--- src/rtl/slip_irq_pkg.sv ---
// Summary of operation
// - bit 2 enables the receive overflow interrupt, read/write, resets to 0.
// - write into a full buffer drops one frame and sets the full status flag.
// - bit 1 enables the receive underflow interrupt, read/write, resets to 0.
// - read from an empty buffer repeats one frame and sets the empty status flag.
// - bit 0 enables the interrupt for any slip, full or empty, resets to 0.
// - slip status flag sets on either a frame drop or a frame repeat.
package slip_irq_pkg;
  // register indices; byte address is four times the index
  localparam logic [11:0] IDX_IRQ_EN   = 12'hb09;
  localparam logic [11:0] IDX_STATUS   = 12'hb20;
  localparam logic [11:0] IDX_COUNTS   = 12'hb21;
  // field positions, shared by enable and status
  localparam int BIT_FULL  = 2;
  localparam int BIT_EMPTY = 1;
  localparam int BIT_SLIP  = 0;
  localparam int NFLAGS    = 3;
  // reset values
  localparam logic [2:0] EN_RST     = 3'h0;
  localparam logic [2:0] STATUS_RST = 3'h0;
  localparam logic [7:0] CNT_RST    = 8'h00;
  localparam logic [7:0] CNT_MAX    = 8'hff;
  // axi responses
  localparam logic [1:0] RESP_OKAY   = 2'h0;
  localparam logic [1:0] RESP_SLVERR = 2'h2;
  // register select codes
  typedef enum logic [3:0] {
    SEL_NONE   = 4'h1,
    SEL_EN     = 4'h2,
    SEL_STATUS = 4'h4,
    SEL_COUNTS = 4'h8
  } reg_sel_t;
endpackage : slip_irq_pkg

--- src/rtl/rx_slip_buffer_interrupts.sv ---
`timescale 1ns/10ps
`default_nettype none
module rx_slip_buffer_interrupts #(
  parameter int ADDR_W = 16
) (
  // clock and reset
  input  wire logic              clk,
  input  wire logic              sys_rst,
  // axi4-lite write address
  input  wire logic [ADDR_W-1:0] s_axi_awaddr,
  input  wire logic              s_axi_awvalid,
  output logic                   s_axi_awready,
  // axi4-lite write data
  input  wire logic [31:0]       s_axi_wdata,
  input  wire logic [3:0]        s_axi_wstrb,
  input  wire logic              s_axi_wvalid,
  output logic                   s_axi_wready,
  // axi4-lite write response
  output logic [1:0]             s_axi_bresp,
  output logic                   s_axi_bvalid,
  input  wire logic              s_axi_bready,
  // axi4-lite read address
  input  wire logic [ADDR_W-1:0] s_axi_araddr,
  input  wire logic              s_axi_arvalid,
  output logic                   s_axi_arready,
  // axi4-lite read data
  output logic [31:0]            s_axi_rdata,
  output logic [1:0]             s_axi_rresp,
  output logic                   s_axi_rvalid,
  input  wire logic              s_axi_rready,
  // slip buffer side
  input  wire logic              rx_write,
  input  wire logic              rx_full,
  input  wire logic              bp_read,
  input  wire logic              rx_empty,
  output logic                   drop_frame,
  output logic                   repeat_frame,
  // interrupt
  output logic                   irq
);

  // the decode needs the full index width
  if (ADDR_W < 14 || ADDR_W > 32) begin : g_bad_addr_w
    $error("ADDR_W must lie between 14 and 32");
  end

  // decode a byte address into a register select
  function automatic slip_irq_pkg::reg_sel_t decode(input logic [ADDR_W-1:0] a);
    logic [ADDR_W-3:0] idx;
    idx = a[ADDR_W-1:2];
    if (idx == (ADDR_W-2)'(slip_irq_pkg::IDX_IRQ_EN)) begin
      decode = slip_irq_pkg::SEL_EN;
    end else if (idx == (ADDR_W-2)'(slip_irq_pkg::IDX_STATUS)) begin
      decode = slip_irq_pkg::SEL_STATUS;
    end else if (idx == (ADDR_W-2)'(slip_irq_pkg::IDX_COUNTS)) begin
      decode = slip_irq_pkg::SEL_COUNTS;
    end else begin
      decode = slip_irq_pkg::SEL_NONE;
    end
  endfunction : decode

  // write channel state
  logic              aw_held_r, aw_held_nxt;
  logic              w_held_r,  w_held_nxt;
  logic [ADDR_W-1:0] waddr_r,   waddr_nxt;
  logic [31:0]       wdata_r,   wdata_nxt;
  logic              wlane_r,   wlane_nxt;
  logic              awready_r, awready_nxt;
  logic              wready_r,  wready_nxt;
  logic              bvalid_r,  bvalid_nxt;
  logic [1:0]        bresp_r,   bresp_nxt;
  // read channel state
  logic              arready_r, arready_nxt;
  logic              rvalid_r,  rvalid_nxt;
  logic [31:0]       rdata_r,   rdata_nxt;
  logic [1:0]        rresp_r,   rresp_nxt;
  // register file and slip state
  logic [2:0]        en_r,      en_nxt;
  logic [2:0]        status_r,  status_nxt;
  logic [7:0]        ovf_cnt_r, ovf_cnt_nxt;
  logic [7:0]        unf_cnt_r, unf_cnt_nxt;
  logic              drop_r,    drop_nxt;
  logic              rep_r,     rep_nxt;
  logic              irq_r,     irq_nxt;
  // shared strobes
  logic              wr_do;
  logic              rd_do;
  logic              overflow;
  logic              underflow;
  logic [2:0]        set_bits;
  logic [2:0]        clr_bits;
  logic [ADDR_W-1:0] wa;
  logic [31:0]       wd;
  logic              wl;
  slip_irq_pkg::reg_sel_t wsel;
  slip_irq_pkg::reg_sel_t rsel;

  // slip events, independent of any enable
  assign overflow  = rx_write & rx_full;
  assign underflow = bp_read & rx_empty;

  // write channel: address and data taken in either order
  always_comb begin
    aw_held_nxt = aw_held_r;
    w_held_nxt  = w_held_r;
    waddr_nxt   = waddr_r;
    wdata_nxt   = wdata_r;
    wlane_nxt   = wlane_r;
    bvalid_nxt  = bvalid_r;
    bresp_nxt   = bresp_r;
    wr_do       = 1'b0;
    if (s_axi_awvalid && awready_r) begin
      aw_held_nxt = 1'b1;
      waddr_nxt   = s_axi_awaddr;
    end
    if (s_axi_wvalid && wready_r) begin
      w_held_nxt = 1'b1;
      wdata_nxt  = s_axi_wdata;
      wlane_nxt  = s_axi_wstrb[0];
    end
    if (bvalid_r && s_axi_bready) begin
      bvalid_nxt = 1'b0;
    end
    wa   = waddr_nxt;
    wd   = wdata_nxt;
    wl   = wlane_nxt;
    wsel = decode(wa);
    if (aw_held_nxt && w_held_nxt && !bvalid_r) begin
      wr_do       = 1'b1;
      aw_held_nxt = 1'b0;
      w_held_nxt  = 1'b0;
      bvalid_nxt  = 1'b1;
      bresp_nxt   = (wsel == slip_irq_pkg::SEL_NONE) ? slip_irq_pkg::RESP_SLVERR
                                                     : slip_irq_pkg::RESP_OKAY;
    end
    awready_nxt = !aw_held_nxt && !bvalid_nxt;
    wready_nxt  = !w_held_nxt && !bvalid_nxt;
  end

  // read channel: one read at a time, answer on the next edge
  always_comb begin
    arready_nxt = !rvalid_r;
    rvalid_nxt  = rvalid_r;
    rdata_nxt   = rdata_r;
    rresp_nxt   = rresp_r;
    rd_do       = 1'b0;
    rsel        = decode(s_axi_araddr);
    if (rvalid_r && s_axi_rready) begin
      rvalid_nxt  = 1'b0;
      arready_nxt = 1'b1;
    end
    if (s_axi_arvalid && arready_r) begin
      rd_do       = 1'b1;
      rvalid_nxt  = 1'b1;
      arready_nxt = 1'b0;
      rresp_nxt   = slip_irq_pkg::RESP_OKAY;
      unique case (rsel)
        slip_irq_pkg::SEL_EN:     rdata_nxt = {29'h0, en_r};
        slip_irq_pkg::SEL_STATUS: rdata_nxt = {29'h0, status_r};
        slip_irq_pkg::SEL_COUNTS: rdata_nxt = {16'h0, unf_cnt_r, ovf_cnt_r};
        default: begin
          rdata_nxt = 32'h0;
          rresp_nxt = slip_irq_pkg::RESP_SLVERR;
        end
      endcase
    end
  end

  // enables, sticky status, counters, slip actions and interrupt
  always_comb begin
    en_nxt   = en_r;
    clr_bits = 3'h0;
    if (wr_do && wl && wsel == slip_irq_pkg::SEL_EN) begin
      en_nxt = wd[2:0];
    end
    if (wr_do && wl && wsel == slip_irq_pkg::SEL_STATUS) begin
      clr_bits = wd[2:0];
    end
    set_bits                        = 3'h0;
    set_bits[slip_irq_pkg::BIT_FULL]  = overflow;
    set_bits[slip_irq_pkg::BIT_EMPTY] = underflow;
    set_bits[slip_irq_pkg::BIT_SLIP]  = overflow | underflow;
    // a set arriving with its clear wins
    status_nxt  = (status_r & ~clr_bits) | set_bits;
    ovf_cnt_nxt = (overflow && ovf_cnt_r != slip_irq_pkg::CNT_MAX) ? ovf_cnt_r + 8'h01
                                                                   : ovf_cnt_r;
    unf_cnt_nxt = (underflow && unf_cnt_r != slip_irq_pkg::CNT_MAX) ? unf_cnt_r + 8'h01
                                                                    : unf_cnt_r;
    drop_nxt = overflow;
    rep_nxt  = underflow;
    irq_nxt  = |(status_nxt & en_nxt);
  end

  // register all state
  always_ff @(posedge clk) begin
    if (sys_rst) begin
      aw_held_r <= 1'b0;
      w_held_r  <= 1'b0;
      waddr_r   <= '0;
      wdata_r   <= 32'h0;
      wlane_r   <= 1'b0;
      awready_r <= 1'b0;
      wready_r  <= 1'b0;
      bvalid_r  <= 1'b0;
      bresp_r   <= slip_irq_pkg::RESP_OKAY;
      arready_r <= 1'b0;
      rvalid_r  <= 1'b0;
      rdata_r   <= 32'h0;
      rresp_r   <= slip_irq_pkg::RESP_OKAY;
      en_r      <= slip_irq_pkg::EN_RST;
      status_r  <= slip_irq_pkg::STATUS_RST;
      ovf_cnt_r <= slip_irq_pkg::CNT_RST;
      unf_cnt_r <= slip_irq_pkg::CNT_RST;
      drop_r    <= 1'b0;
      rep_r     <= 1'b0;
      irq_r     <= 1'b0;
    end else begin
      aw_held_r <= aw_held_nxt;
      w_held_r  <= w_held_nxt;
      waddr_r   <= waddr_nxt;
      wdata_r   <= wdata_nxt;
      wlane_r   <= wlane_nxt;
      awready_r <= awready_nxt;
      wready_r  <= wready_nxt;
      bvalid_r  <= bvalid_nxt;
      bresp_r   <= bresp_nxt;
      arready_r <= arready_nxt;
      rvalid_r  <= rvalid_nxt;
      rdata_r   <= rdata_nxt;
      rresp_r   <= rresp_nxt;
      en_r      <= en_nxt;
      status_r  <= status_nxt;
      ovf_cnt_r <= ovf_cnt_nxt;
      unf_cnt_r <= unf_cnt_nxt;
      drop_r    <= drop_nxt;
      rep_r     <= rep_nxt;
      irq_r     <= irq_nxt;
    end
  end

  // outputs straight from flip-flops
  assign s_axi_awready = awready_r;
  assign s_axi_wready  = wready_r;
  assign s_axi_bvalid  = bvalid_r;
  assign s_axi_bresp   = bresp_r;
  assign s_axi_arready = arready_r;
  assign s_axi_rvalid  = rvalid_r;
  assign s_axi_rdata   = rdata_r;
  assign s_axi_rresp   = rresp_r;
  assign drop_frame    = drop_r;
  assign repeat_frame  = rep_r;
  assign irq           = irq_r;
endmodule : rx_slip_buffer_interrupts
`default_nettype wire

--- config.mk ---
export PLATFORM = sky130hd
export DESIGN_NAME = rx_slip_buffer_interrupts
export DESIGN_NICKNAME = d
export VERILOG_FILES = /design/src/rtl/slip_irq_pkg.sv /design/src/rtl/rx_slip_buffer_interrupts.sv
export SDC_FILE = /design/constraint.sdc
export NUM_CORES = 1
export LEC_CHECK = 0
export BUFFER_PORTS_ARGS = -buffer_cell sky130_fd_sc_hd__buf_2
export CAP_MARGIN = 10
export CORE_AREA = 2 2 82 84
export CTS_CLUSTER_SIZE = 10
export DETAILED_ROUTE_END_ITERATION = 8
export DIE_AREA = 0 0 84 86
export HOLD_SLACK_MARGIN = 0.15
export PLACE_DENSITY = 0.82
export SLEW_MARGIN = 15
export SYNTH_ARGS = -nofsm -noshare
export SYNTH_HDL_FRONTEND = slang
export SYNTH_SLANG_ARGS = --single-unit
--- constraint.sdc ---
create_clock -name clk -period 2.31 [get_ports clk]
set_input_delay 0 -clock clk [delete_from_list [all_inputs] [get_ports clk]]
set_output_delay 0 -clock clk [all_outputs]
set_load 0.02 [all_outputs]
==> impl_metrics.env <==
export IMPL_synthCells=318
export IMPL_grt_overflow=0
export IMPL_antenna_found_initial=0
export IMPL_grt_total_usage=0.199
export IMPL_avgSynthCellArea_um2=9.21
export IMPL_core_area_mm2=0.00628
export IMPL_cts_tree="done"
export IMPL_whs_ns=0.230
export IMPL_clock_sinks=68
export IMPL_ys_warnings_count=0
export IMPL_hold_viol=0
export IMPL_period_needed_ns=2.16
export IMPL_max_cap_viol_count=0
export IMPL_drive_gt1_frac=0.250
export IMPL_finalCritPeriodShare=0.936
export IMPL_placed_area_mm2=0.00330
export IMPL_cp_top_family="simple AND/OR/NAND/NOR gates"
export IMPL_seq_area_mm2=0.00136
export IMPL_cts_buffer_depth=2
export IMPL_drt_initial_drc_count=140
export IMPL_final_setup_tns_ns=0
export IMPL_netlist_top_cells_count="dfxtp_1 (68), nand2_1 (44), nor2_1 (29)"
export IMPL_status="complete, no violations"
export IMPL_io_pins=123
export IMPL_routed_via_density=5.16
export IMPL_rsz0062_at_grt="false"
export IMPL_yosysMostFrequentCell="dfxtp_1"
export IMPL_portBuffers=68
export IMPL_post_cts_setup_buffers=0
export IMPL_grt_pass1_wl_um=11400
export IMPL_final_util=0.611
export IMPL_critPathSlowestCell="or4_4"
export IMPL_area_delta_synth_final_pct=30.9
export IMPL_final_cell_area_mm2=0.00383
export IMPL_yosysTopAreaCell="dfxtp_1"
export IMPL_synth_edf_count=0
export IMPL_critPathRequiredTime_ns=2.53
export IMPL_slew_headroom=0.598
export IMPL_cp_start_kind="register"
export IMPL_dr_pass1_iters=4
export IMPL_fmax_mhz=463
export IMPL_hp_class="input port to register"
export IMPL_synthTopCellsByArea="dfxtp_1 (46%), a22o_1 (6.3%), nand2_1 (5.6%)"
export IMPL_powerDensity_mw_per_mm2=687
export IMPL_hpwl_um=4610
export IMPL_path_cells="or4_4 -> nor4_4 -> a31oi_2 -> nor4_4 -> mux2i_1 -> o221ai_2"
export IMPL_setup_violations=0
export IMPL_fin_skew_ns=0.00822
export IMPL_final_antenna_net_count=0
export IMPL_htree_levels=3
export IMPL_cp_max_fo=2
export IMPL_synth_cell_types=49
export IMPL_drc=0
export IMPL_synthFlopType="dfxtp_1"
export IMPL_finalWirelength_um=6940
export IMPL_synth_cell_area_mm2=0.00293
export IMPL_grt_max_degree=32
export IMPL_multi_input_comb_area_mm2=0.00144
export IMPL_wl_per_cell_um=13.7
export IMPL_ir_worst_vdd_mv=0.436
export IMPL_end_kind="register"
export IMPL_die_w_um=84
export IMPL_path_buf_inv=0
export IMPL_crit_type="register to register"
export IMPL_synth_top_area_share=0.465
export IMPL_final_max_slew_viol_count=0
export IMPL_cpPeakStageDelay_ns=0.57
export IMPL_die_area_mm2=0.00722
export IMPL_p_leak_nw=1.64
export IMPL_place_congestion=0.849
export IMPL_cts_clk_slew_worst_paths_ns=0.08
export IMPL_grt_pass1_vias=2476
export IMPL_rows=29
export IMPL_fill_cells=538
export IMPL_ys_ff_latch=68
export IMPL_crit_top_cell="nor4_4"
export IMPL_layout_nets=504
export IMPL_clkLatencyLatePin_ns=0.35
export IMPL_die_y_um=86
export IMPL_initial_core_util=0.467
export IMPL_cp_data_arrival_time_ns=2.38
export IMPL_async_flop_share=0
export IMPL_worst_pin_slew_ns=0.604
export IMPL_cts_made_buffers=9
export IMPL_antennaDiodeCount=0
export IMPL_root_buffer="clkbuf_8"
export IMPL_dr_total_vias=2605
export IMPL_ys_seq_area_frac=0.465
## timing repair
item	CTS	global route
hold endpoints to repair	48	0
resized for setup	0	1
hold buffers	31	0
setup endpoints to repair	0	2
## sequential cells by signal, indices dropped and copies added, names as in the netlist, 3 cells and up
register,flops
wdata_r,3
unf_cnt_r,8
en_r,3
s_axi_rdata,16
status_r,3
waddr_r,14
ovf_cnt_r,8
## worst min-delay path, cell delays in order
cell and delay (ns):
buf_2 0.08, nor2b_1 0.10, nand2_1 0.08, o21ai_0 0.07
a22o_1 0.19
## cells by family after synthesis
group                      synth area share
muxes                                0.0325
other                               0.00128
adders and majority gates           0.00854
buffers and inverters                0.0666
AOI/OAI and AO/OA                     0.154
xor gates and xnor gates             0.0299
DFF                                   0.465
and+or+nand+nor                       0.242
## cell usage in the layout (no fill, tap or decap), types with 4 or more instances in the layout
master,netlist,layout
a21oi_1,28,28
nor3_1,4,4
nand2b_1,4,4
conb_1,1,18
buf_4,20,7
dlygate4sd3_1,0,31
o21ai_0,5,5
nor2b_1,6,6
a22o_1,21,21
nand4_1,8,8
dfxtp_1,68,68
and3_1,4,4
mux2i_1,7,7
nand2_1,44,44
xor2_1,8,8
or3_1,5,5
nor2_1,29,29
buf_2,0,68
clkbuf_8,0,10
## routing by layer
metal | track usage | routed length, um
met1 | 0.243 | 3180
met2 | 0.330 | 3250
met3 | 0.0510 | 341
met4 | 0.0924 | 163
met5 | 0 | 0
## worst paths after layout
path	from	to	slack, ns	cells past startpoint
worst max register to register	waddr_r[4]	irq	0.15	6
worst max-delay path	waddr_r[4]	irq	0.15	6
worst min register to register	aw_held_r	s_axi_awready	0.45	1
worst min-delay path	s_axi_araddr[5]	s_axi_rdata[2]	0.23	5
## where the power goes
group	switching, W	internal (W)	leakage (nW)
sequential	0.0000265	0.00121	0.553
combinational	0.000171	0.000131	0.982
clock	0.000462	0.000635	0.105
## through the flow
step                      total power, W  worst slack, ns  instances
after global routing             0.00274           0.0278        505
final                            0.00264            0.148        505
after detailed placement         0.00152            0.192        458
after global placement           0.00151            0.248        458
after floorplan                  0.00145            0.238        335
after CTS                        0.00264            0.131        505
## cell type report
class	instances	share of cell area
Multi-Input combinational cell	235	0.375
Sequential cell	68	0.355
Timing Repair Buffer	106	0.183
Clock buffer	10	0.0359
Tap cell	77	0.0251
Clock inverter	6	0.0228
Inverter	3	0.00294
(Power assumes the default switching activity.)
